--- config.mk ---
export PLATFORM = sky130hd
export DESIGN_NAME = hfc_top
export DESIGN_NICKNAME = d
export VERILOG_FILES = /design/src/logic/hfc_fifo.v /design/src/logic/hfc_top.v
export VERILOG_INCLUDE_DIRS = /design/src /design/src/logic
export SDC_FILE = /design/constraint.sdc
export NUM_CORES = 2
export LEC_CHECK = 0
export BUFFER_PORTS_ARGS = -buffer_cell sky130_fd_sc_hd__buf_2
export CAP_MARGIN = 10
export CORE_UTILIZATION = 40
export DETAILED_ROUTE_END_ITERATION = 16
export PLACE_DENSITY = 0.58
export SLEW_MARGIN = 0
export SYNTH_ARGS = -nofsm -noshare
export SYNTH_HDL_FRONTEND = slang
export SYNTH_SLANG_ARGS = --single-unit
--- constraint.sdc ---
create_clock -name CLK -period 7.64 [get_ports CLK]
set_input_delay 1.146 -clock CLK [delete_from_list [all_inputs] [get_ports CLK]]
set_output_delay 1.146 -clock CLK [all_outputs]
set_load 0.05 [all_outputs]
--- src/logic/hfc_regs.vh ---
`ifndef HFC_REGS_VH
`define HFC_REGS_VH
// Register offsets
`define HFC_ADDR_FIFO 5'h12
`define HFC_ADDR_CTRL1 5'h13
`define HFC_ADDR_STAT 5'h14
// Control one fields and reset value
`define HFC_CTRL1_RST 8'h00
`define HFC_C1_ADREC 7
`define HFC_C1_RCV_ON 6
`define HFC_C1_XMIT_ON 5
`define HFC_C1_PKT_END 4
`define HFC_C1_ABORT 3
`define HFC_C1_FILL 2
// Received byte tags
`define HFC_TAG_MID 2'h0
`define HFC_TAG_FIRST 2'h1
`define HFC_TAG_GOOD 2'h2
`define HFC_TAG_BAD 2'h3
// Transmit level codes
`define HFC_LVL_STAT 2'h0
`define HFC_LVL_INT 2'h1
`define HFC_LVL_EMPTY 2'h2
`define HFC_LVL_LOW 2'h3
// Line patterns
`define HFC_FLAG 8'h7E
`define HFC_MARK 8'hFF
`define HFC_ABORT_PAT 8'h7F
`define HFC_GA_PAT 8'hFE
`define HFC_ALL_CALL 7'h7F
// Frame check sequence
`define HFC_CRC_INIT 16'hFFFF
`define HFC_CRC_POLY 16'h8408
`define HFC_CRC_GOOD 16'hF0B8
// Bit counts
`define HFC_IDLE_ONES 4'hF
`define HFC_STUFF_ONES 3'h5
`define HFC_ABORT_ONES 3'h7
`define HFC_FLAG_SKIP 4'h7
`endif

--- src/logic/hfc_fifo.v ---
`timescale 1ns/10ps
module hfc_fifo #(
   parameter WIDTH = 10,
   parameter AW = 7
) (
   // Clock and reset
   input wire clk,
   input wire rst,
   // Fill side
   input wire wr_en,
   input wire [WIDTH-1:0] wr_data,
   // Drain side
   input wire rd_en,
   output wire [WIDTH-1:0] rd_data,
   // Fill state
   output wire [AW:0] count,
   output wire empty,
   output wire full
);
   reg [WIDTH-1:0] mem [0:(1<<AW)-1];
   reg [AW:0] wp;
   reg [AW:0] rp;
   wire do_wr;
   wire do_rd;

   assign count = wp - rp;
   assign empty = (wp == rp);
   assign full = (count[AW] == 1'b1);
   assign do_wr = wr_en & ~full;
   assign do_rd = rd_en & ~empty;
   assign rd_data = mem[rp[AW-1:0]];

   always @(posedge clk) begin
      if (do_wr) begin
         mem[wp[AW-1:0]] <= wr_data;
      end
   end

   always @(posedge clk) begin
      if (rst) begin
         wp <= {(AW+1){1'b0}};
         rp <= {(AW+1){1'b0}};
      end else begin
         if (do_wr) begin
            wp <= wp + 1'b1;
         end
         if (do_rd) begin
            rp <= rp + 1'b1;
         end
      end
   end
endmodule

--- src/logic/hfc_top.v ---
// Summary of operation
// Receive port read returns next byte; its tags show in status.
// Level status is registered, changing a cycle after the access.
// With address match on, keep only own-address or all-call packets.
// Receive enable starts the receiver hunting flags at once.
// Receive disable lets the current packet finish, then stops.
// Transmit enable starts at once: data, else idle or fill.
// Transmit disable lets the current packet finish, then stops.
// End tag marks next written byte as last; check sequence follows.
// End and abort tags clear after the next transmit write.
// Abort tag marks next written byte; its packet is aborted.
// Fill select: zero idle ones, one flags; only with queue empty.
// Host writes zeros into the two low reserved control bits.
// Interrupt summary sets on unmasked event, clears on status read.
// Idle channel sets after fifteen or more consecutive ones.
// Receive tags: 00 middle, 01 first, 10 good end, 11 bad end.
// Transmit level: 00 status, 01 threshold, 10 empty, 11 below.
// Transmit entries store the byte plus both tags, ten bits.
// Each receive port read advances to the following byte.
`timescale 1ns/10ps
`include "hfc_regs.vh"
module hfc_top #(
   parameter AW = 7,
   parameter TX_STAT_LEVEL = 8'd112,
   parameter TX_INT_LEVEL = 8'd16
) (
   // Clock and reset
   input wire CLK,
   input wire SYS_RST,
   // Register bus
   input wire [4:0] ADDR,
   input wire CS,
   input wire RD,
   input wire WR,
   input wire [7:0] WDATA,
   output reg [7:0] RDATA,
   // Companion registers and interrupt logic
   input wire [6:0] RECOG_ADDR,
   input wire IRQ_EVENT,
   input wire INT_STAT_READ,
   // Receive line
   input wire RX_BIT,
   input wire RX_BIT_EN,
   output reg RX_GO_AHEAD,
   output wire RX_CLK_ON,
   // Transmit line
   input wire TX_BIT_EN,
   output reg TX_LINE,
   output wire TX_CLK_ON
);
   localparam T_OFF = 3'd0;
   localparam T_IDLE = 3'd1;
   localparam T_DATA = 3'd2;
   localparam T_FCS1 = 3'd3;
   localparam T_FCS2 = 3'd4;
   localparam T_CLOSE = 3'd5;

   function [15:0] crc_bit;
      input [15:0] c;
      input b;
      begin
         crc_bit = (c >> 1) ^ ((c[0] ^ b) ? `HFC_CRC_POLY : 16'h0000);
      end
   endfunction

   function [15:0] crc_byte;
      input [15:0] c;
      input [7:0] d;
      integer i;
      begin
         crc_byte = c;
         for (i = 0; i < 8; i = i + 1) begin
            crc_byte = crc_bit(crc_byte, d[i]);
         end
      end
   endfunction

   ////////////////////////////////////////////////////////////////////////
   // Register bus
   reg [7:0] ctrl;
   reg intgen;
   reg [1:0] tx_level;
   reg [1:0] rx_tag;
   reg [3:0] idle_cnt;
   wire wr_fifo = CS & WR & (ADDR == `HFC_ADDR_FIFO);
   wire wr_ctrl = CS & WR & (ADDR == `HFC_ADDR_CTRL1);
   wire rd_fifo = CS & RD & (ADDR == `HFC_ADDR_FIFO);
   wire [9:0] rxq_head;
   wire rxq_empty;
   wire [AW:0] txq_count;
   wire txq_empty;

   always @(posedge CLK) begin
      if (SYS_RST) begin
         ctrl <= `HFC_CTRL1_RST;
      end else if (wr_ctrl) begin
         ctrl <= WDATA;
      end else if (wr_fifo) begin
         ctrl[`HFC_C1_PKT_END] <= 1'b0;
         ctrl[`HFC_C1_ABORT] <= 1'b0;
      end
   end

   always @(posedge CLK) begin
      if (SYS_RST) begin
         RDATA <= 8'h00;
      end else if (CS & RD) begin
         case (ADDR)
            `HFC_ADDR_FIFO: RDATA <= rxq_head[7:0];
            `HFC_ADDR_CTRL1: RDATA <= ctrl;
            `HFC_ADDR_STAT: RDATA <= {intgen, (idle_cnt == `HFC_IDLE_ONES),
               rx_tag, tx_level, 2'h0};
            default: RDATA <= 8'h00;
         endcase
      end
   end

   // Interrupt summary: a new event wins over the clearing read
   always @(posedge CLK) begin
      if (SYS_RST) begin
         intgen <= 1'b0;
      end else if (IRQ_EVENT) begin
         intgen <= 1'b1;
      end else if (INT_STAT_READ) begin
         intgen <= 1'b0;
      end
   end

   // Level and tag status settle one cycle after the access
   always @(posedge CLK) begin
      if (SYS_RST) begin
         tx_level <= `HFC_LVL_EMPTY;
         rx_tag <= `HFC_TAG_MID;
      end else begin
         rx_tag <= rxq_head[9:8];
         if (txq_empty) begin
            tx_level <= `HFC_LVL_EMPTY;
         end else if (txq_count >= TX_STAT_LEVEL) begin
            tx_level <= `HFC_LVL_STAT;
         end else if (txq_count >= TX_INT_LEVEL) begin
            tx_level <= `HFC_LVL_INT;
         end else begin
            tx_level <= `HFC_LVL_LOW;
         end
      end
   end

   ////////////////////////////////////////////////////////////////////////
   // Receiver
   reg rx_in_frame;
   reg [7:0] rsh;
   reg [2:0] r_ones;
   reg [2:0] d_ones;
   reg [3:0] rskip;
   reg [7:0] rbyte;
   reg [2:0] rbits;
   reg [15:0] rcrc;
   reg [7:0] p0;
   reg [7:0] p1;
   reg [7:0] p2;
   reg [1:0] pcnt;
   reg first;
   reg drop;
   reg rxq_wr;
   reg [9:0] rxq_word;
   wire rx_run = ctrl[`HFC_C1_RCV_ON] | rx_in_frame;
   wire rx_step = RX_BIT_EN & rx_run;
   wire out_bit = rsh[0];
   wire addr_ok = ~ctrl[`HFC_C1_ADREC] | (p0[7:1] == RECOG_ADDR) |
      (p0[7:1] == `HFC_ALL_CALL);
   wire frame_good = (rbits == 3'd0) & (rcrc == `HFC_CRC_GOOD);
   wire keep_p0 = ~drop & (~first | addr_ok);
   wire byte_done = (rbits == 3'd7);
   wire [7:0] new_byte = {out_bit, rbyte[7:1]};

   assign RX_CLK_ON = rx_run;

   always @(posedge CLK) begin
      if (SYS_RST) begin
         rx_in_frame <= 1'b0;
         rsh <= 8'h00;
         r_ones <= 3'h0;
         d_ones <= 3'h0;
         rskip <= 4'h0;
         rbyte <= 8'h00;
         rbits <= 3'h0;
         rcrc <= `HFC_CRC_INIT;
         p0 <= 8'h00;
         p1 <= 8'h00;
         p2 <= 8'h00;
         pcnt <= 2'h0;
         first <= 1'b1;
         drop <= 1'b0;
         rxq_wr <= 1'b0;
         rxq_word <= 10'h000;
         idle_cnt <= 4'h0;
         RX_GO_AHEAD <= 1'b0;
      end else begin
         rxq_wr <= 1'b0;
         RX_GO_AHEAD <= 1'b0;
         if (rx_step) begin
            rsh <= {RX_BIT, rsh[7:1]};
            r_ones <= RX_BIT ? ((r_ones == `HFC_ABORT_ONES) ? r_ones :
               r_ones + 1'b1) : 3'h0;
            if (RX_BIT & (idle_cnt != `HFC_IDLE_ONES)) begin
               idle_cnt <= idle_cnt + 1'b1;
            end else if (~RX_BIT) begin
               idle_cnt <= 4'h0;
            end
            if (rsh == `HFC_GA_PAT) begin
               RX_GO_AHEAD <= 1'b1;
            end
            if (rsh == `HFC_FLAG) begin
               // Closing flag ends any frame, then a new one may open
               if (rx_in_frame & (pcnt == 2'd3) & keep_p0) begin
                  rxq_wr <= 1'b1;
                  rxq_word <= {(frame_good ? `HFC_TAG_GOOD : `HFC_TAG_BAD),
                     p0};
               end
               rx_in_frame <= ctrl[`HFC_C1_RCV_ON];
               rskip <= `HFC_FLAG_SKIP;
               rcrc <= `HFC_CRC_INIT;
               rbits <= 3'h0;
               d_ones <= 3'h0;
               pcnt <= 2'h0;
               first <= 1'b1;
               drop <= 1'b0;
            end else if (RX_BIT & (r_ones == 3'd6)) begin
               if (rx_in_frame & ~first & keep_p0) begin
                  rxq_wr <= 1'b1;
                  rxq_word <= {`HFC_TAG_BAD, p0};
               end
               rx_in_frame <= 1'b0;
            end else if (rx_in_frame & (rskip != 4'h0)) begin
               rskip <= rskip - 1'b1;
            end else if (rx_in_frame) begin
               if ((d_ones == `HFC_STUFF_ONES) & ~out_bit) begin
                  d_ones <= 3'h0;
               end else begin
                  d_ones <= out_bit ? d_ones + 1'b1 : 3'h0;
                  rcrc <= crc_bit(rcrc, out_bit);
                  rbyte <= new_byte;
                  rbits <= rbits + 1'b1;
                  if (byte_done) begin
                     p2 <= new_byte;
                     p1 <= p2;
                     p0 <= p1;
                     if (pcnt != 2'd3) begin
                        pcnt <= pcnt + 1'b1;
                     end else begin
                        first <= 1'b0;
                        drop <= ~keep_p0;
                        rxq_wr <= keep_p0;
                        rxq_word <= {(first ? `HFC_TAG_FIRST :
                           `HFC_TAG_MID), p0};
                     end
                  end
               end
            end
         end
      end
   end

   hfc_fifo #(.WIDTH(10), .AW(AW)) u_rxq (
      .clk(CLK),
      .rst(SYS_RST),
      .wr_en(rxq_wr),
      .wr_data(rxq_word),
      .rd_en(rd_fifo),
      .rd_data(rxq_head),
      .count(),
      .empty(rxq_empty),
      .full()
   );

   ////////////////////////////////////////////////////////////////////////
   // Transmitter
   reg [2:0] tstate;
   reg [7:0] tsh;
   reg [3:0] tcnt;
   reg tstuff;
   reg [2:0] t_ones;
   reg [15:0] tcrc;
   wire [9:0] txq_head;
   wire tload = (tcnt == 4'h0) & ~TX_BIT_EN;
   wire tpop = tload & (tstate == T_DATA) & ~txq_empty;
   wire in_packet = (tstate != T_OFF) & (tstate != T_IDLE);

   assign TX_CLK_ON = ctrl[`HFC_C1_XMIT_ON] | in_packet |
      (tcnt != 4'h0);

   hfc_fifo #(.WIDTH(10), .AW(AW)) u_txq (
      .clk(CLK),
      .rst(SYS_RST),
      .wr_en(wr_fifo),
      .wr_data({ctrl[`HFC_C1_ABORT], ctrl[`HFC_C1_PKT_END], WDATA}),
      .rd_en(tpop),
      .rd_data(txq_head),
      .count(txq_count),
      .empty(txq_empty),
      .full()
   );

   always @(posedge CLK) begin
      if (SYS_RST) begin
         tstate <= T_OFF;
         tsh <= `HFC_MARK;
         tcnt <= 4'h0;
         tstuff <= 1'b0;
         t_ones <= 3'h0;
         tcrc <= `HFC_CRC_INIT;
         TX_LINE <= 1'b1;
      end else if (tload) begin
         tcnt <= 4'h8;
         tstuff <= 1'b0;
         case (tstate)
            T_OFF, T_IDLE: begin
               if (~ctrl[`HFC_C1_XMIT_ON]) begin
                  tstate <= T_OFF;
                  tsh <= `HFC_MARK;
                  tcnt <= 4'h0;
               end else if (~txq_empty) begin
                  tstate <= T_DATA;
                  tsh <= `HFC_FLAG;
                  tcrc <= `HFC_CRC_INIT;
               end else begin
                  tstate <= T_IDLE;
                  tsh <= ctrl[`HFC_C1_FILL] ? `HFC_FLAG : `HFC_MARK;
               end
            end
            T_DATA: begin
               if (txq_empty | txq_head[9]) begin
                  tstate <= T_IDLE;
                  tsh <= `HFC_ABORT_PAT;
               end else begin
                  tsh <= txq_head[7:0];
                  tstuff <= 1'b1;
                  tcrc <= crc_byte(tcrc, txq_head[7:0]);
                  if (txq_head[8]) begin
                     tstate <= T_FCS1;
                  end
               end
            end
            T_FCS1: begin
               tsh <= ~tcrc[7:0];
               tstuff <= 1'b1;
               tstate <= T_FCS2;
            end
            T_FCS2: begin
               tsh <= ~tcrc[15:8];
               tstuff <= 1'b1;
               tstate <= T_CLOSE;
            end
            T_CLOSE: begin
               tsh <= `HFC_FLAG;
               tstate <= T_IDLE;
            end
            default: begin
               tsh <= `HFC_MARK;
               tstate <= T_OFF;
            end
         endcase
      end else if (TX_BIT_EN & (tcnt != 4'h0)) begin
         if (tstuff & (t_ones == `HFC_STUFF_ONES)) begin
            TX_LINE <= 1'b0;
            t_ones <= 3'h0;
         end else begin
            TX_LINE <= tsh[0];
            tsh <= {1'b1, tsh[7:1]};
            tcnt <= tcnt - 1'b1;
            t_ones <= (tsh[0] & tstuff) ? t_ones + 1'b1 : 3'h0;
         end
      end else if (TX_BIT_EN) begin
         TX_LINE <= 1'b1;
      end
   end
endmodule

Word-level counts from Yosys, hierarchy flattened:

Memories as Yosys holds them, arrays and structs flattened. A register that Yosys moved wholly into a read port is not among the register bits.
Cells that the tools add are included.

* input bits: 30
* memories kept: 2
* output and inout bits: 12
* word-level logic and storage cells: 324
* register bits: 179
* memory bits (writable): 2560

Memories
* u_rxq.mem: words 128, bits a word 10, rd ports 1, clocked after memory_dff 1, wr ports 1, line hfc_fifo.v:20 `reg [WIDTH-1:0] mem [0:(1<<AW)-1];`
* u_txq.mem: words 128, bits a word 10, rd ports 1, clocked after memory_dff 1, wr ports 1, line hfc_fifo.v:20

* reduce and logical (&&, ||, !) cells: 39
* add/sub/neg operators: 14
* eq/ne operators: 41
* bitwise logic cells: 70
* mux-type cells: 120
* magnitude comparators: 2

Operators by type and width (count)
* 16-bit two-way mux: 17
* 15-bit by 16-bit XOR with 16-bit output: 9
* 10-bit two-way mux: 9
* 8-bit two-way mux: 7
* 3-bit two-way mux: 17
* 4-bit two-way mux: 10
* 8-bit one-hot mux with 5 select lines: 1
* 1-bit two-way mux: 38
* 8-bit by 1-bit adder with 8-bit output, second input constant: 4
* 16-bit one-hot mux with 2 select lines: 1
* 7-bit two-way mux: 4
* 1-bit bitwise AND: 27
* 2-bit two-way mux: 13
* 8-bit one-hot mux with 3 select lines: 1
* 3-bit equality test, second input constant: 7
* 7-bit AND reduction: 3
* 2-bit inequality test, second input constant: 10
* 2-bit nonzero test: 10
* 16-bit equality test, second input constant: 1
* 8-bit equality test: 2
* 1-bit inverter: 16
* 8-bit inverter: 2
* 8-bit subtractor: 2
* 5-bit equality test, second input constant: 3
* 35 further kinds: 72

Depth between registers and ports, before layout:

* depth in word-level cells: 26
* depth in mapped cells: 16
* depth with buffers taken out: 12

Modules after synthesis:

Synthesis repeated with hierarchy kept, for this count alone.

* cell total of the unflattened synthesis: 6407
* area total of the unflattened synthesis: 109070.9 sq um

Modules (own cells, without submodules)
* hfc_fifo (u_rxq): seq. area each 38897.3 sq um, cells an instance 3045, times used 1, area an instance 51613.3 sq um
* hfc_fifo (u_txq): seq. area each 38897.3 sq um, cells an instance 2540, times used 1, area an instance 50798.7 sq um
* hfc_top: seq. area each 2922.8 sq um, cells an instance 822, times used 1, area an instance 6658.9 sq um

Least setup slack after synthesis:

Ideal clock, no wire load.

* kind: input port to flip-flop
* start point: in ADDR[3]
* end point: mem u_txq.mem[26][0] (enable)
* cell stages on the path: 10
* data required time: 7.264 ns
* setup time: 0.376 ns
* arrival time: 3.787 ns
* path slack: 3.476 ns
* buffers on the path: 2
* cells stage by stage: nand2b_1 -> or3b_2 -> inv_2 -> nand3_1 -> nor2_1 -> o21ai_1 -> or4b_2 -> clkbuf_1 -> clkbuf_1 -> nor2_1

* longest elaborated chain between the ends: 5

Ends and longest elaborated chain
* start: declaration: line hfc_top.v:31 `input wire [4:0] ADDR,`
* 5-bit equality test
* 1-bit bitwise AND: line hfc_top.v:85 `` wire wr_fifo = CS & WR & (ADDR == `HFC_ADDR_FIFO); ``
* 1-bit bitwise AND: line hfc_fifo.v:29 `assign do_wr = wr_en & ~full;`
* 1-bit two-way mux: line hfc_fifo.v:34 `if (do_wr) begin`
* 1-bit two-way mux (not written as such): line hfc_fifo.v:35 `mem[wp[AW-1:0]] <= wr_data;`
* end: declaration: line hfc_fifo.v:20

No other way between the ends.

==> results.cfg <==
[status]
outcome = finished clean

[sta]
timing.final.ws_setup_ps = 2305
tightest_slew_ps = 1269
rsz0062_at_grt = no
hold_viol = 0
finalSetupViolations = 0
timing.fmax_ghz = 0.1874
period_needed_ps = 5335
fin_crit_sh_pct = 69.83
slew-limit-headroom_pct = 15.12
tns_ps = 0
fin_skew_ps = 40.04
slew_violations = 0

[cts]
cts_root_buf = clkbuf_16
cts_sinks = 2752
cts_buffer_depth = 4
holdBufCountCts = 0
post_cts_buffers = 0
clk_pin_slew_ps = 60
cts_tree = yes
cts_buffers = 280
ctsResizeCount = 0
ctsHtreeMaxLevel = 5
clk_latency_ps = 860

[floorplan]
core_sq_um = 267700
die_h_um = 520.7
start_util_pct = 40.20
dieArea_sq_um = 271100
die_x_um = 520.7
io_pins = 42
num_rows = 190

[finish]
final_cell_area_sq_um = 120400
area_growth_pct = 11.86
fin_cells = 9222
layout-drive-gt1-share_pct = 23.10
diodes = 0
num-nets-final = 5525

[setup_path]
endpoint_kind = flip-flop
r2r_end = tcrc[15]$_SDFFE_PP1P_
worstRegToRegCells = 10
critPathKind = flip-flop to flip-flop
critPathMaxStageDelay_ps = 740
start_kind = flip-flop
worstPathRequired_ps = 8350
slowest_stage = dfxtp_4
path_cells = buf_4 -> buf_4 -> mux4_2 -> mux4_2 -> a32oi_1 -> a21oi_1 -> xnor2_2 -> xnor3_1 -> o32ai_1 -> nand2b_1
cp_data_arrival_time_ps = 6040
cp_max_fo = 36
r2r_setup_slack_ps = 2300

[placement]
place_area_sq_um = 111800
place.gp.congestion = 0.8867
portBuffers = 41
dp_hpwl_mm = 166.4
pre_cts_slack_ps = 2348
dp.cells = 8728

[logic_synthesis]
synth_seq_cells = 2752
syn-cell-area_sq_um = 107600
synth_top_area_share_pct = 71.44
yosysWarnings = 0
synth_top_cell_by_area = edfxtp_1
synth_cells = 5339
postSynth.asyncResetShare_pct = 0
seq_area_frac_synth_pct = 75.01
yosys-top-cells-area = edfxtp_1 71%, mux4_2 15%, dfxtp_1 3.6%, nor2_1 1.4%, mux2i_1 1.3%
synth_edf_count = 2560
syn_avg_cell_area_sq_um = 20.16
yosysUniqueCellTypes = 75
synth_nets = 5403
synth_ff_type = edfxtp_1

[drt]
route.antenna.remaining_nets = 0
via_per_inst = 5.770
first_pass_iters = 5
drc_errors = 0
routedWlPerCell_um = 29.93
drtIter0Drc = 5477
wl_mm = 276.1
vias = 53207

[flow_run]
max-cap-violations = 0

[global_route]
grt_usage_pct = 20.23
grt_pass1_vias = 53296
grt-ovfl-total = 0
grt_max_degree = 112
grt_antenna_before_repair = 7
grt_pass1_wl_mm = 396.0

[power]
p_leak_nw = 33.06
pwr_density_cell_nw_per_um2 = 248.4
ir_drop_mv = 0.1848

[worst_hold_path]
hold_path_class = flip-flop to flip-flop
hold_path_depth = 2
hold_start = p2[0]$_SDFFE_PP0P_
whs_endpoint = p1[0]$_SDFFE_PP0P_
## critical path: cells and delay by family (launching register included)
| kind | cells | cell delay, ps |
|---|---|---|
| mux | 2 | 1040 |
| buf+inv | 2 | 1330 |
| flops | 1 | 740 |
| compound gates | 3 | 1220 |
| simple gates | 1 | 90 |
| xor+xnor | 2 | 730 |
## logic make-up (layout without fill, tap and decap cells)
| family | after synthesis | count (layout) | synth area share, % |
|---|---|---|---|
| buf+inv | 348 | 679 | 1.560 |
| compound gates | 388 | 388 | 2.367 |
| flops | 2752 | 2752 | 75.01 |
| mux | 878 | 878 | 16.56 |
| simple gates | 882 | 882 | 3.588 |
| fa+ha+maj | 34 | 34 | 0.3953 |
| xor+xnor | 57 | 57 | 0.5174 |
## metal layers
layer	vias to the layer above	track usage, %	part of all wire, %
li1	22161	-	-
met1	28513	27.60	41
met2	2072	33.59	50
met3	457	2.980	6.3
met4	4	6.250	3.2
met5	-	0	0.0091
## report_power, final
part           total [mW]  switching (mW)  internal (mW)
clock                13.1            5.67           7.40
sequential           16.4          0.0277           16.3
combinational       0.461           0.351          0.110
total                29.9            6.05           23.8
## placed cells by master, fill, tap and decap left out, drive strengths merged, types with 112 or more instances in the layout
master and count:
nand2 230, mux2i 144, buf 140, nor2 397
mux4 721, edfxtp 2560, a21oi 116, clkbuf 349
clkinv 112, dfxtp 192
## worst max path at each step
| stage | startpoint | end | slack (ps) | cells past startpoint |
|---|---|---|---|---|
| after detailed placement | flip-flop | tcrc[15]$_SDFFE_PP1P_ | 2350 | 10 |
| after global routing | flip-flop | tcrc[15]$_SDFFE_PP1P_ | 2070 | 10 |
| after floorplan | ADDR[3] | u_txq.mem[26][0]$_DFFE_PP_ | 3480 | 10 |
| final | flip-flop | tcrc[15]$_SDFFE_PP1P_ | 2300 | 10 |
| after CTS | flip-flop | tcrc[15]$_SDFFE_PP1P_ | 2250 | 10 |
| after global placement | ADDR[3] | u_txq.mem[34][3]$_DFFE_PP_ | 2460 | 9 |
## metrics by stage
stage | hold WS [ps] | util [%] | power, mW
after floorplan | 430.1 | - | 16.92
after global placement | 436.2 | 41.76 | 17.14
after detailed placement | 444.2 | 41.76 | 17.15
after CTS | 440.5 | 44.96 | 30.10
after global routing | 465.7 | 44.97 | 30.66
final | 444.9 | 44.97 | 29.90
## sequential cells by signal, summed over array words and instances (netlist names), 8 cells and up, named ones only
signal / flops
u_txq.wp: 8
tsh: 8
rcrc: 16
u_txq.mem: 1280
p0: 8
rxq_word: 10
rsh: 8
RDATA: 8
u_rxq.rp: 8
p2: 8
p1: 8
u_rxq.mem: 1280
ctrl: 8
tcrc: 16
u_txq.rp: 8
u_rxq.wp: 8
## layout make-up
| cell class | count | area (sq um) |
|---|---|---|
| Tap cell | 3552 | 4444 |
| Inverter | 48 | 181.4 |
| Sequential cell | 2752 | 80790 |
| Clock buffer | 349 | 7487 |
| Multi-Input combinational cell | 2239 | 25290 |
| Clock inverter | 142 | 1074 |
| Timing Repair Buffer | 140 | 1112 |
| Fill cell | 22750 | 147300 |
## synth_stat cells (5+ instances only)
| cell type | number |
|---|---|
| a22oi_1 | 46 |
| xnor2_1 | 24 |
| mux2_2 | 13 |
| a211oi_1 | 9 |
| o21ai_0 | 76 |
| a2bb2oi_1 | 11 |
| clkbuf_1 | 143 |
| o21a_1 | 8 |
| and2_1 | 14 |
| or3_1 | 17 |
| a2111oi_0 | 6 |
| a21oi_1 | 116 |
| buf_1 | 44 |
| xor2_1 | 27 |
| buf_4 | 31 |
| nor2b_1 | 21 |
| o2111ai_1 | 6 |
| ha_1 | 34 |
| nand4_1 | 17 |
| dfxtp_1 | 192 |
| or2_2 | 6 |
| nand2_1 | 230 |
| o21ai_1 | 5 |
| o31ai_1 | 5 |
| nor4_1 | 10 |
| and3_1 | 9 |
| mux2i_1 | 144 |
| buf_6 | 19 |
| a32oi_1 | 6 |
| a221oi_1 | 49 |
| inv_1 | 46 |
| o221ai_1 | 10 |
| nor2_1 | 396 |
| mux4_2 | 721 |
| nand2b_1 | 14 |
| or4_1 | 6 |
| buf_2 | 60 |
| edfxtp_1 | 2560 |
| nand3_1 | 78 |
| nor3_1 | 39 |
Note: power is estimated with default switching activity, not from simulation.
